**src/hdl/srh_defines.vh**
```
// Constants for the inverting 16x4 static memory host controller
`ifndef SRH_DEFINES_VH
`define SRH_DEFINES_VH
`define SRH_CLK_PERIOD_NS 10
`define SRH_T_SETUP_A_NS  0
`define SRH_T_HOLD_A_NS   0
`define SRH_T_WPULSE_NS   25
`define SRH_T_ACCESS_NS   50
`define SRH_T_RECOV_NS    40
`define SRH_T_DESEL_NS    25
`define SRH_CYC(ns) ((((ns) + `SRH_CLK_PERIOD_NS - 1) / `SRH_CLK_PERIOD_NS) < 1 ? \
    1 : (((ns) + `SRH_CLK_PERIOD_NS - 1) / `SRH_CLK_PERIOD_NS))
`define SRH_RST_SEL_N 1'b1
`define SRH_RST_WE_N  1'b1
`define SRH_RST_READY 1'b0
`endif

```
**src/hdl/srh_host.v**
```verilog
// Host controller that writes and reads the inverting 16x4 static memory
`timescale 1ns/1ps
`include "srh_defines.vh"
module srh_host #(
    parameter AW          = 4,
    parameter DW          = 4,
    parameter SETUP_CYC   = `SRH_CYC(`SRH_T_SETUP_A_NS),
    parameter WPULSE_CYC  = `SRH_CYC(`SRH_T_WPULSE_NS),
    parameter HOLD_CYC    = `SRH_CYC(`SRH_T_HOLD_A_NS),
    parameter ACCESS_CYC  = `SRH_CYC(`SRH_T_ACCESS_NS),
    parameter RECOV_CYC   = `SRH_CYC(`SRH_T_RECOV_NS),
    parameter DESEL_CYC   = `SRH_CYC(`SRH_T_DESEL_NS)
) (
    // Clock and reset
    input  wire          ref_clk,
    input  wire          rst,
    // User request
    input  wire          req_valid,
    input  wire          req_write,
    input  wire [AW-1:0] req_addr,
    input  wire [DW-1:0] req_wdata,
    output reg           req_ready_r,
    // User answer
    output reg           rsp_valid_r,
    output reg  [DW-1:0] rsp_rdata_r,
    // Memory pins
    output reg  [AW-1:0] word_address_r,
    output reg  [DW-1:0] write_data_in_r,
    output reg           chip_sel_n_r,
    output reg           write_en_n_r,
    input  wire [DW-1:0] read_data_out_inverted
);
    // One access runs at a time. A request seen while the sequencer is busy is
    // not stored, so the user keeps req_valid up until req_ready_r returns.
    // All waits are whole clock cycles rounded up from the memory timing, never fewer than one.
    // Writes and reads leave the memory deselected for a gap before the next access.

    // Sequencer states, binary coded
    localparam [2:0] ST_IDLE  = 3'h0;   // Waiting for a request
    localparam [2:0] ST_SETUP = 3'h1;   // Address settling before the strobe
    localparam [2:0] ST_WLOW  = 3'h2;   // Write strobe held low
    localparam [2:0] ST_HOLD  = 3'h3;   // Address hold and write recovery
    localparam [2:0] ST_RWAIT = 3'h4;   // Waiting out the access delay
    localparam [2:0] ST_DESEL = 3'h5;   // Deselect gap before the next access

    // Every timing parameter must lie between 1 and 255: the loads below are
    // one less than the count and the counter is eight bits wide.
    localparam [7:0] SETUP_LD  = SETUP_CYC[7:0] - 8'h01;
    localparam [7:0] WPULSE_LD = WPULSE_CYC[7:0] - 8'h01;
    localparam [7:0] ACCESS_LD = ACCESS_CYC[7:0] - 8'h01;
    localparam [7:0] DESEL_LD  = DESEL_CYC[7:0] - 8'h01;
    // Hold and recovery run side by side, so the longer one sets the wait
    localparam [7:0] RECOV_LD  = (HOLD_CYC > RECOV_CYC) ? HOLD_CYC[7:0] - 8'h01
                                                        : RECOV_CYC[7:0] - 8'h01;

    // Sequencer state and cycle counter
    reg  [2:0]    state_r;
    reg  [2:0]    state_nxt;
    reg  [7:0]    cnt_r;
    reg  [7:0]    cnt_nxt;
    // Kind of the access in progress
    reg           is_write_r;
    reg           is_write_nxt;
    // Next values of the registered outputs
    reg           req_ready_nxt;
    reg           rsp_valid_nxt;
    reg  [DW-1:0] rsp_rdata_nxt;
    reg  [AW-1:0] word_address_nxt;
    reg  [DW-1:0] write_data_in_nxt;
    reg           chip_sel_n_nxt;
    reg           write_en_n_nxt;
    // Events decoded in the current cycle
    wire          cnt_done;
    wire          take_req;
    wire          read_done;
    wire          write_done;
    // Memory word in true polarity
    wire [DW-1:0] rd_true;

    // Counter expiry and the cycles where an access starts or ends
    // The counter is zero whenever the sequencer sits idle
    assign cnt_done   = (cnt_r == 8'h00);
    assign take_req   = (state_r == ST_IDLE) && cnt_done && req_valid;
    assign read_done  = (state_r == ST_RWAIT) && cnt_done;
    assign write_done = (state_r == ST_HOLD) && cnt_done;

    // Undo the output inversion of the memory bit by bit
    genvar bit_i;
    generate
        for (bit_i = 0; bit_i < DW; bit_i = bit_i + 1) begin : g_rd_bit
            assign rd_true[bit_i] = ~read_data_out_inverted[bit_i];
        end
    endgenerate

    // Next state and counter; the counter runs down before a state moves on
    always @* begin
        state_nxt = state_r;
        cnt_nxt   = cnt_r;
        if (!cnt_done) begin
            cnt_nxt = cnt_r - 8'h01;
        end else begin
            case (state_r)
                ST_IDLE: begin
                    if (req_valid) begin
                        state_nxt = ST_SETUP;
                        cnt_nxt   = SETUP_LD;
                    end
                end
                ST_SETUP: begin
                    if (is_write_r) begin
                        state_nxt = ST_WLOW;
                        cnt_nxt   = WPULSE_LD;
                    end else begin
                        state_nxt = ST_RWAIT;
                        cnt_nxt   = ACCESS_LD;
                    end
                end
                ST_WLOW: begin
                    state_nxt = ST_HOLD;
                    cnt_nxt   = RECOV_LD;
                end
                ST_HOLD: begin
                    state_nxt = ST_DESEL;
                    cnt_nxt   = DESEL_LD;
                end
                ST_RWAIT: begin
                    state_nxt = ST_DESEL;
                    cnt_nxt   = DESEL_LD;
                end
                ST_DESEL: begin
                    state_nxt = ST_IDLE;
                end
                default: begin
                    state_nxt = ST_IDLE;
                end
            endcase
        end
    end

    // Kind, address and data are captured when a request is taken, then held
    always @* begin
        is_write_nxt      = is_write_r;
        word_address_nxt  = word_address_r;
        write_data_in_nxt = write_data_in_r;
        if (take_req) begin
            is_write_nxt      = req_write;
            word_address_nxt  = req_addr;
            write_data_in_nxt = req_wdata;
        end
    end

    // Chip select falls with the new address and rises once the access is over
    always @* begin
        chip_sel_n_nxt = chip_sel_n_r;
        if (take_req) begin
            chip_sel_n_nxt = 1'b0;
        end else if (read_done || write_done) begin
            chip_sel_n_nxt = 1'b1;
        end
    end

    // Write strobe low only in the pulse state, which lies inside the selected span
    always @* begin
        write_en_n_nxt = (state_nxt == ST_WLOW) ? 1'b0 : 1'b1;
    end

    // Answer pulse and word; a write answers with the readback after recovery
    always @* begin
        rsp_valid_nxt = 1'b0;
        rsp_rdata_nxt = rsp_rdata_r;
        if (read_done || write_done) begin
            rsp_valid_nxt = 1'b1;
            rsp_rdata_nxt = rd_true;
        end
    end

    // Ready only while the sequencer stays idle
    always @* begin
        req_ready_nxt = (state_nxt == ST_IDLE) ? 1'b1 : 1'b0;
    end

    // Sequencer registers
    always @(posedge ref_clk or posedge rst) begin
        if (rst) begin
            state_r    <= ST_IDLE;
            cnt_r      <= 8'h00;
            is_write_r <= 1'b0;
        end else begin
            state_r    <= state_nxt;
            cnt_r      <= cnt_nxt;
            is_write_r <= is_write_nxt;
        end
    end

    // Memory pins come straight from flip-flops so no glitch reaches the strobes
    always @(posedge ref_clk or posedge rst) begin
        if (rst) begin
            word_address_r  <= {AW{1'b0}};
            write_data_in_r <= {DW{1'b0}};
            chip_sel_n_r    <= `SRH_RST_SEL_N;
            write_en_n_r    <= `SRH_RST_WE_N;
        end else begin
            word_address_r  <= word_address_nxt;
            write_data_in_r <= write_data_in_nxt;
            chip_sel_n_r    <= chip_sel_n_nxt;
            write_en_n_r    <= write_en_n_nxt;
        end
    end

    // User handshake registers
    always @(posedge ref_clk or posedge rst) begin
        if (rst) begin
            req_ready_r <= `SRH_RST_READY;
            rsp_valid_r <= 1'b0;
            rsp_rdata_r <= {DW{1'b0}};
        end else begin
            req_ready_r <= req_ready_nxt;
            rsp_valid_r <= rsp_valid_nxt;
            rsp_rdata_r <= rsp_rdata_nxt;
        end
    end
endmodule // srh_host

```
**config.mk**
```make
export PLATFORM = sky130hd
export DESIGN_NAME = srh_host
export DESIGN_NICKNAME = d
export VERILOG_FILES = /design/src/hdl/srh_host.v
export VERILOG_INCLUDE_DIRS = /design/src /design/src/hdl
export SDC_FILE = /design/constraint.sdc
export NUM_CORES = 1
export LEC_CHECK = 0
export ABC_CLOCK_PERIOD_IN_PS = 1900
export CORE_MARGIN = 3
export CORE_UTILIZATION = 55
export DETAILED_ROUTE_END_ITERATION = 8
export DONT_BUFFER_PORTS = 1
export PLACE_DENSITY = 0.77
export SETUP_SLACK_MARGIN = 0.5
export SYNTH_ARGS = -nofsm -noshare
export SYNTH_HDL_FRONTEND = slang
export SYNTH_SLANG_ARGS = --single-unit
```
**constraint.sdc**
```tcl
create_clock -name ref_clk -period 1.9 [get_ports ref_clk]
set_clock_uncertainty 0.1 [all_clocks]
set_input_delay 0.285 -clock ref_clk [delete_from_list [all_inputs] [get_ports ref_clk]]
set_output_delay 0.285 -clock ref_clk [all_outputs]
set_load 0.01 [all_outputs]
```
==> results.md, run 1 <==
* Final Critical Period at 1.92 ns
* DP Worst Slack at 0.0206 ns
* Clk buf depth at 2
* Register share of total power at 36.3%
* Sw power at 1.35 mW
* Vias per cell at 6.12
* P per Cell Area at 1610 nW/um2
* Max-Cap Viols at 0
* Net switching fraction of the power at 41.9%
* Endpoint class of the critical path: flop
* Yosys cell types at 41
* Post-route antenna net violation count at 0
* Remaining DRCs at 0
* Die Area at 3110 um2
* Area post-placement at 1490 um2
* Num CTS Buffers at 3
* Final worst slack at -0.0201 ns
* WS Path Type: reg -> reg
* # IOs at 32
* Seq/Total Area, Yosys at 51.7%
* WL/cell at 21.9 um
* Post-Synthesis Cells at 115
* Met2 usage at 43.6%
* Combinational power share at 56.1%
* Post-synthesis xor/xnor area fraction at 1.29%
* Endpoints failing setup at 1
* Fin. max-slew vios at 0
* Root Buffer: clkbuf_4
* Most used DFF post-synth: dfrtp_1
* Worst-margin pin slew at 0.423 ns
* # diodes at 0
* Share of cells above drive strength 1 at 48.8%
* Post-synthesis mux area share at 12.8%
* Cell count after placement at 150
* Status: finished with violations
* Total iterations of the first detailed-routing run at 4
* Mean Syn Cell Area at 11.8 um2
* Clk slew on worst S/H paths at 0.15 ns
* Die Y at 55.7 um
* PortBufs at 0
* Largest net degree at the start of global routing at 29
* Clock power frac at 7.6%
* GRT Overall Usage at 26.2%
* Initial Utilization at 59.8%
* Seq cells post-synth at 28
* Skew-Pair Late Insertion Delay at 0.32 ns
* Failing checks: negative setup slack
* Std-Cell Rows at 17
* Met1 usage at 34.0%
* Leakage at 0.859 nW
* Adder-Cell Fraction of Synth Area at 1.84%
* Global-route wire length before repair at 6.24 mm
* Vias in the first global route at 1,270
* Main combinational cell family by area after synthesis: simple AND/OR/NAND/NOR gates
* Tcrit/Tclk final at 101%
* Initial DRC count at 38
* CTS tree: done
* Critical Path AT at 2.06 ns
* Mapped Area at 1360 um2
* Clk sinks at 28
* Final Cell Area at 2010 um2
* Nets at 179
* Fmax at 0.521 GHz
* Hold WC Path Type: in -> reg
* VDD IR max at 1100 uV
* Non-filler cells in the finished layout at 188
* Total length of routed wires at 4.12 mm
* Synth Net Count at 133
* WHS at 0.0957 ns
* Number of flops mapped to enable cells by yosys at 0
* Core Region at 2280 um2
* Grt peak-use layer: met2
* Slew HR at 71.6%
* Startpoint types: flop
* RSZ-0062 raised after global routing: true
* Met3 Track Usage GR at 5.57%
* Antenna violations before repair at 0
* Asr flop ratio synth at 100%
* Most common cell after layout, fill and taps aside: dfrtp_1
* Post-DP HPWL at 1.99 mm
* Simple-gate share of the synthesized area at 15.5%
* Most frequent cells in the layout: dfrtp_1 (26), buf_4 (21), dlygate4sd3_1 (14), mux2_2 (10), buf_6 (10)
* Crit-path max FO at 8
* Int Power at 1.88 mW
* Synth Area in Compound Gates at 12.7%
* Die Width at 55.7 um
* Worst endpoint required time at 2.04 ns
* Setup TNS at -0.0201 ns
* Final-report hold violation count at 0
* Congestion Overflow GR at 0
* Placer Congestion at 0.853
* YS warnings at 0
* Clock H-tree levels at 1
* Total number of vias at 1,151
* Area Growth Syn to Fin at 47.7%
-- cell type report --
cell class,count,area [um2]
sequential,28,703
multi-input combinational,74,788
fill,100,268
clock buffer,4,26.3
timing repair buffer,46,425
tap,28,35.0
inverter,8,30.0
-- cell usage after synthesis, types with 2 or more instances --
library cell,n,area share [%]
a21oi_1,6,2.2
nand2_1,4,1.1
o31ai_1,3,1.7
nor2b_1,3,1.4
nor2_1,3,0.83
mux2i_1,5,3.7
or3b_2,2,1.3
or4_1,3,1.7
clkbuf_1,4,1.1
inv_1,8,2.2
dfrtp_1,26,48
o21ai_0,5,1.8
nand2b_1,3,1.4
ha_1,2,1.8
mux2_2,11,9.1
dfstp_2,2,3.9
-- metal layers --
| layer | vias up | part of all wire, % | wire length, um |
|---|---|---|---|
| li1 | 504 | - | - |
| met1 | 583 | 40 | 1660 |
| met2 | 60 | 50 | 2080 |
| met3 | 4 | 8.3 | 344 |
| met4 | 0 | 0.90 | 37 |
| met5 | - | 0 | 0 |
-- sequential cells by signal, summed over array words and instances (netlist names) --
register / cells
cnt_r: 8
is_write_r: 1
write_en_n_r: 1
rsp_rdata_r: 4
write_data_in_r: 4
word_address_r: 4
req_ready_r: 1
chip_sel_n_r: 1
rsp_valid_r: 1
state_r: 3
-- critical path, stage by stage (launching register included) --
cell and delay [ns]:
dfrtp_1 0.44, or4_4 0.56, buf_8 0.16, a211oi_4 0.16, buf_6 0.17, mux2i_4 0.25
-- path summary, 6_finish.rpt --
kind                         startpoint                 end  slack, ns  cells after the start
hold / removal                req_valid          state_r[0]        0.1                      2
setup reg to reg               cnt_r[4]      rsp_rdata_r[0]      -0.02                      5
max in group asynchronous           rst        write_en_n_r       1.00                      3
setup / recovery               cnt_r[4]      rsp_rdata_r[0]      -0.02                      5
min in group asynchronous           rst  write_data_in_r[1]       0.38                      3
hold reg to reg            chip_sel_n_r        chip_sel_n_r       0.46                      1
-- what timing repair did --
item	4_1_cts	5_1_grt
buffers inserted	15	5
hold endpoints to repair	39	0
cloned	0	0
pin swaps	13	5
endpoints found under the setup margin	28	28
resized for setup	30	14
hold buffers	14	0
-- cells by family after synthesis --
logic type,Yosys count
simple gates,30
compound gates,24
fa+ha+maj,2
xor+xnor,2
flops,28
buf+inv,13
mux,16
-- through the flow --
step | util [%] | power, mW
CTS | 84.0 | 2.89
floorplan | - | 1.91
detailed placement | 65.6 | 2.24
global route | 88.2 | 3.40
global placement | 65.6 | 2.17
finish | 88.2 | 3.23
-- power by group through the flow --
stage | logic (mW) | clock network, mW | registers [mW]
CTS | 1.49 | 0.256 | 1.14
finish | 1.81 | 0.246 | 1.17
floorplan | 0.789 | 0 | 1.13
global route | 1.92 | 0.280 | 1.20
detailed placement | 1.10 | 0 | 1.14
global placement | 1.04 | 0 | 1.13
Power figures use the tool's default switching activity.
==> run 2, diff against run 1 <==
--- a/config.mk
+++ b/config.mk
@@ -11,7 +11,9 @@
 export CORE_UTILIZATION = 55
 export DETAILED_ROUTE_END_ITERATION = 8
 export DONT_BUFFER_PORTS = 1
+export HOLD_SLACK_MARGIN = 0.02
 export PLACE_DENSITY = 0.77
+export REMOVE_ABC_BUFFERS = 1
 export SETUP_SLACK_MARGIN = 0.5
 export SYNTH_ARGS = -nofsm -noshare
 export SYNTH_HDL_FRONTEND = slang
==> run 2 against run 1 <==
Net effect: the flow now finishes without violations; non-clock buffer count up 4; global-route usage decreased by 2.8 points; critical endpoint is now cnt_r[5]; clock power up 22%; register-to-register slack better by 0.10 ns; die area unchanged; wire length is 2.7% higher; flip-flop and latch count did not move; power is 7.7% higher; worst setup slack improved by 0.10 ns; critical path type unchanged.
==> results.md, run 2 (synthesis gave the netlist of run 1 again) <==
* Routed wl met2 at 2.14 mm (+3.0%)
* Initial DRC count at 55 (+45%)
* Final worst slack at 0.0811 ns (+0.101 ns)
* Area Growth Syn to Fin at 53.7%
* Post-route antenna net violation count at 0 (unchanged)
* Clk slew on worst S/H paths at 0.15 ns (about the same)
* Final Core Density at 91.9% (+3.6 points)
* Setup TNS at 0 ns (+0.0201 ns)
* Die Width at 55.7 um (unchanged)
* Largest net degree at the start of global routing at 29 (unchanged)
* Std-Cell Rows at 17 (unchanged)
* VDD IR max at 1240 uV (+13%)
* # IOs at 32 (unchanged)
* Tcrit/Tclk final at 95.7% (-5.3 points)
* Max-Cap Viols at 0 (unchanged)
* Antenna violations before repair at 0 (unchanged)
* Crit-path max FO at 4 (-4)
* FF-to-FF Start: cnt_r[0]
* P per Cell Area at 1660 nW/um2 (+3.4%)
* Remaining DRCs at 0 (unchanged)
* Fin. max-slew vios at 0 (unchanged)
* Slew HR at 64.9% (-6.7 points)
* Num CTS Buffers at 3 (unchanged)
* Largest Register: cnt_r
* Register share of total power at 32.5% (-3.8 points)
* Origin of the worst setup path: cnt_r[0]
* Worst Reg-to-Reg Cells at 7 (+2)
* Endpoints failing setup at 0 (-1)
* Vias in the first global route at 1,196 (-5.8%)
* Clk sinks at 28 (unchanged)
* Congestion Overflow GR at 0 (unchanged)
* Vias per cell at 6.09 (-0.47%)
* RR Endpoint: cnt_r[5]
* WL/cell at 22.0 um (+0.58%)
* # diodes at 0 (unchanged)
* Hold WC Path Type: in -> reg
* Startpoint types: flop
* Share of cells above drive strength 1 at 52.4% (+3.7 points)
* Global-route wire length before repair at 5.74 mm (-8.0%)
* Total power at 3.48 mW (+7.7%)
* RSZ-0062 raised after global routing: true
* PortBufs at 0 (unchanged)
* Worst endpoint required time at 2.04 ns (about the same)
* Total number of vias at 1,170 (+1.7%)
* Initial Utilization at 59.8% (unchanged)
* GRT Overall Usage at 23.4% (-2.8 points)
* Most common cell after layout, fill and taps aside: dfrtp_1
* Non-filler cells in the finished layout at 192 (+2.1%)
* Net switching fraction of the power at 41.2% (-0.70 points)
* Final Critical Period at 1.82 ns (-0.101 ns)
* Clock H-tree levels at 1 (unchanged)
* Critical Path End: cnt_r[5]
* Combinational power share at 59.0% (+2.9 points)
* Final-report hold violation count at 0 (unchanged)
* Die Y at 55.7 um (unchanged)
* Clk buf depth at 2 (unchanged)
* Root Buffer: clkbuf_4
* Sw power at 1.43 mW (+5.9%)
* Largest register FFs at 8 (unchanged)
* Leakage at 0.895 nW (+4.3%)
* Endpoint class of the critical path: flop
* Placer Congestion at 0.953 (+12%)
* DP Worst Slack at -0.0443 ns (-0.0649 ns)
* Skew-Pair Late Insertion Delay at 0.33 ns (about the same)
* Die Area at 3110 um2 (unchanged)
* Flop-to-flop setup slack at 0.08 ns (+0.10 ns)
* Status: complete, no violations
* Met3 wire length at 288 um (-16%)
* Top sig layer: met4
* Clock power frac at 8.6% (+1.0 points)
* Wl on met1 at 1.62 mm (-2.1%)
* Worst-margin pin slew at 0.524 ns (+0.101 ns)
* Nets at 183 (+2.2%)
* Critical Path AT at 1.95 ns (-0.11 ns)
* Post-DP HPWL at 2.01 mm (+0.67%)
* WS Path Type: reg -> reg
* Total iterations of the first detailed-routing run at 4 (unchanged)
* Core Region at 2280 um2 (unchanged)
* Cell count after placement at 156 (+4.0%)
* CTS tree: done
* Total length of routed wires at 4.23 mm (+2.7%)
* Fmax at 0.550 GHz (+5.6%)
* Int Power at 2.05 mW (+9.0%)
* Most frequent cells in the layout: dfrtp_1 (26), buf_6 (19), buf_4 (17), dlygate4sd3_1 (14), mux2_2 (10)
## run 2: routing by layer
metal / vias up / GRT usage, %
met2: 61 / 40.9
met3: 18 / 5.80
li1: 511 / -
met5: - / 0
met1: 580 / 28.1
met4: 0 / 7.29
## run 2: worst max-delay path, cell delays in order, from the launching register on
cell	delay (ns)
dfrtp_1	0.43
inv_2	0.09
ha_4	0.15
nor3b_4	0.34
buf_4	0.19
buf_6	0.10
a21oi_1	0.07
mux2_2	0.27
## run 2: layout make-up
cell class,instances,area (um2)
Inverter,8,30.0
Clock buffer,4,36.3
Timing Repair Buffer,50,482
Sequential cell,28,703
Multi-Input combinational cell,74,805
Tap cell,28,35.0
Fill cell,86,185
## run 2: repair_timing
action / 4_1_cts / 5_1_grt
hold endpoints to repair: 39 / 0
gates cloned: 0 / 0
buffers inserted: 10 / 8
endpoints found under the setup margin: 28 / 28
pin swaps: 9 / 13
resized for setup: 29 / 34
hold buffers: 14 / 0
## run 2: power groups by stage
stage | Clock [mW] | Combinational, mW | Sequential (mW)
6_report | 0.299 | 2.05 | 1.13
5_1_grt | 0.321 | 2.18 | 1.17
4_1_cts | 0.287 | 1.49 | 1.11
3_5_place_dp | 0 | 1.13 | 1.10
3_3_place_gp | 0 | 1.08 | 1.09
2_1_floorplan | 0 | 0.636 | 1.15
## run 2: worst min path at each step
stage                         start                end  slack (ns)  cells past startpoint
after floorplan                 rst           cnt_r[0]        0.25                      1
after global placement          rst  word_address_r[2]        0.15                      2
after detailed placement        rst  word_address_r[2]        0.16                      2
after CTS                 req_valid         state_r[0]        0.08                      2
after global routing      req_valid         state_r[0]        0.07                      2
final                     req_valid         state_r[0]        0.08                      2
## run 2: through the flow
step	hold WS (ns)	instance area (um2)
5_1_grt	0.0653	2090
3_5_place_dp	0.160	1500
3_3_place_gp	0.152	1500
4_1_cts	0.0769	1860
6_report	0.0774	2090
2_1_floorplan	0.249	1330
==> run 3, diff against run 2 <==
==> constraint.sdc (replaced) <==
create_clock -name ref_clk -period 1.9 [get_ports ref_clk]
set_clock_uncertainty 0.1 [all_clocks]
set_input_delay 0.38 -clock ref_clk [delete_from_list [all_inputs] [get_ports ref_clk]]
set_output_delay 0.38 -clock ref_clk [all_outputs]
set_load 0.01 [all_outputs]
==> run 3 against run 2 <==
Net effect: combinational power is 3% lower; critical path depth down 4; global-route usage down 2.2 points; sequential power is essentially flat; via count decreased by 5.2%; power shrank 2.5%; register-to-register slack improved by 0.02 ns; flip-flop and latch count did not move; first-iteration DRC count decreased by 40%; clock-buffer cell count is the same; core utilization is 4.9 points lower; worst setup slack improved by 0.018 ns; critical path type unchanged; largest power group unchanged.
==> results.md, run 3 (synthesis gave the netlist of run 1 again) <==
* Die Width at 55.7 um (unchanged)
* Worst endpoint required time at 2.03 ns (about the same)
* Final Critical Period at 1.80 ns (-0.0181 ns)
* Worst-margin pin slew at 0.559 ns (+0.0356 ns)
* Area Growth Syn to Fin at 45.5%
* P per Cell Area at 1710 nW/um2 (+3.0%)
* Vias in the first global route at 1,142 (-4.5%)
* Num CTS Buffers at 3 (unchanged)
* Max-Cap Viols at 0 (unchanged)
* Total iterations of the first detailed-routing run at 4 (unchanged)
* Sw power at 1.37 mW (-4.4%)
* WHS at 0.0887 ns (+0.0113 ns)
* Endpoint class of the critical path: flop
* Most common cell after layout, fill and taps aside: dfrtp_1
* Most frequent cells in the layout: dfrtp_1 (26), buf_6 (18), buf_4 (18), mux2_2 (10), inv_1 (6)
* Hold WC Path Type: in -> reg
* CTS tree: done
* Skew-Pair Late Insertion Delay at 0.32 ns (about the same)
* Setup TNS at 0 ns (unchanged)
* Int Power at 2.02 mW (-1.2%)
* Crit-path max FO at 8 (+4)
* RR Endpoint: state_r[1]
* Vias per cell at 6.06 (-0.55%)
* Startpoint of the worst hold path: req_write
* Die Area at 3110 um2 (unchanged)
* Endpoints failing setup at 0 (unchanged)
* Net switching fraction of the power at 40.4% (-0.79 points)
* Initial Utilization at 59.8% (unchanged)
* Fin. max-slew vios at 0 (unchanged)
* Status: complete, no violations
* Total length of routed wires at 3.71 mm (-12%)
* Startpoint types: flop
* Fmax at 0.555 GHz (+1.0%)
* FF-to-FF Start: cnt_r[3]
* Initial DRC count at 33 (-40%)
* Critical Path End: state_r[1]
* Slew HR at 62.5% (-2.4 points)
* Placer Congestion at 0.953 (unchanged)
* Share of cells above drive strength 1 at 54.2% (+1.8 points)
* Remaining DRCs at 0 (unchanged)
* # IOs at 32 (unchanged)
* Origin of the worst setup path: cnt_r[3]
* Clk slew on worst S/H paths at 0.15 ns (about the same)
* Largest Register: cnt_r
* Total number of vias at 1,109 (-5.2%)
* Root Buffer: clkbuf_4
* Final-report hold violation count at 0 (unchanged)
* WL/cell at 20.3 um (-8.1%)
* Std-Cell Rows at 17 (unchanged)
* Leakage at 0.850 nW (-5.1%)
* Tcrit/Tclk final at 94.8% (-0.95 points)
* Clk buf depth at 2 (unchanged)
* Global-route wire length before repair at 5.24 mm (-8.8%)
* VDD IR max at 1190 uV (-4.4%)
* Clk sinks at 28 (unchanged)
* RSZ-0062 raised after global routing: true
* Largest net degree at the start of global routing at 29 (unchanged)
* Clock power frac at 8.5% (about the same)
* Die Y at 55.7 um (unchanged)
* Total power at 3.39 mW (-2.5%)
* Cell count after placement at 156 (unchanged)
* Critical Path AT at 1.93 ns (-0.02 ns)
* Antenna violations before repair at 0 (unchanged)
* Non-filler cells in the finished layout at 183 (-4.7%)
* WS Path Type: reg -> reg
* Flop-to-flop setup slack at 0.1 ns (+0.02 ns)
* Congestion Overflow GR at 0 (unchanged)
* Worst Reg-to-Reg Cells at 3 (-4)
* Largest register FFs at 8 (unchanged)
* Post-DP HPWL at 2.01 mm (unchanged)
* PortBufs at 0 (unchanged)
* Post-route antenna net violation count at 0 (unchanged)
* Core Region at 2280 um2 (unchanged)
* Register share of total power at 33.1% (+0.6 points)
* # diodes at 0 (unchanged)
* Final Core Density at 87.0% (-4.9 points)
* Clock H-tree levels at 1 (unchanged)
* Nets at 174 (-4.9%)
* GRT Overall Usage at 21.2% (-2.2 points)
* Combinational power share at 58.4% (-0.6 points)
## run 3: changes by cell type in the layout (fill, tap and decap cells not counted), sizes merged
cell / delta
dlygate4sd3: -9
## run 3: worst min path at each step
| stage | slack (ns) | cells after the start | endpoint |
|---|---|---|---|
| 4_1_cts | 0.02 | 1 | rsp_rdata_r[3] |
| 3_3_place_gp | 0.25 | 2 | word_address_r[2] |
| 3_5_place_dp | 0.25 | 2 | word_address_r[2] |
| 2_1_floorplan | 0.34 | 1 | cnt_r[0] |
| 6_report | 0.09 | 1 | is_write_r |
| 5_1_grt | 0.07 | 1 | is_write_r |
## run 3: metal layers
| layer | up-vias | track usage (%) | part of all wire [%] |
|---|---|---|---|
| met5 | - | 0 | 0 |
| met4 | 0 | 7.64 | 3.7 |
| met3 | 14 | 6.26 | 6.4 |
| met1 | 545 | 25.2 | 39 |
| met2 | 55 | 36.1 | 51 |
| li1 | 495 | - | - |
## run 3: per-stage QoR
stage	setup WS, ns	instance area, um2
floorplan	-0.00175	1330
global placement	0.0167	1500
detailed placement	-0.0443	1500
CTS	0.128	1730
global route	0.0592	1980
finish	0.0992	1980
## run 3: area by class of cell
type,count,area [um2]
clock buffer,4,36.3
sequential,28,703
timing repair buffer,41,388
tap,28,35.0
inverter,8,30.0
fill,109,297
multi-input combinational,74,787
## run 3: what timing repair did
action,CTS,global route
endpoints found under the setup margin,28,30
pin swaps,9,14
buffers inserted,10,8
resized for setup,29,30
hold endpoints to repair,26,4
hold buffers,1,4
## run 3: critical path, cell delays in order (launching register included)
cell and delay [ns]:
dfrtp_1 0.41, or4_4 0.62, o31a_2 0.37, or2_1 0.21
## run 3: power by group through the flow
| stage | Clock, mW | Sequential (mW) | Combinational [mW] |
|---|---|---|---|
| final | 0.288 | 1.12 | 1.98 |
| after global routing | 0.316 | 1.16 | 2.10 |
| after CTS | 0.287 | 1.11 | 1.47 |
| after detailed placement | 0 | 1.10 | 1.13 |
| after global placement | 0 | 1.09 | 1.08 |
| after floorplan | 0 | 1.15 | 0.636 |
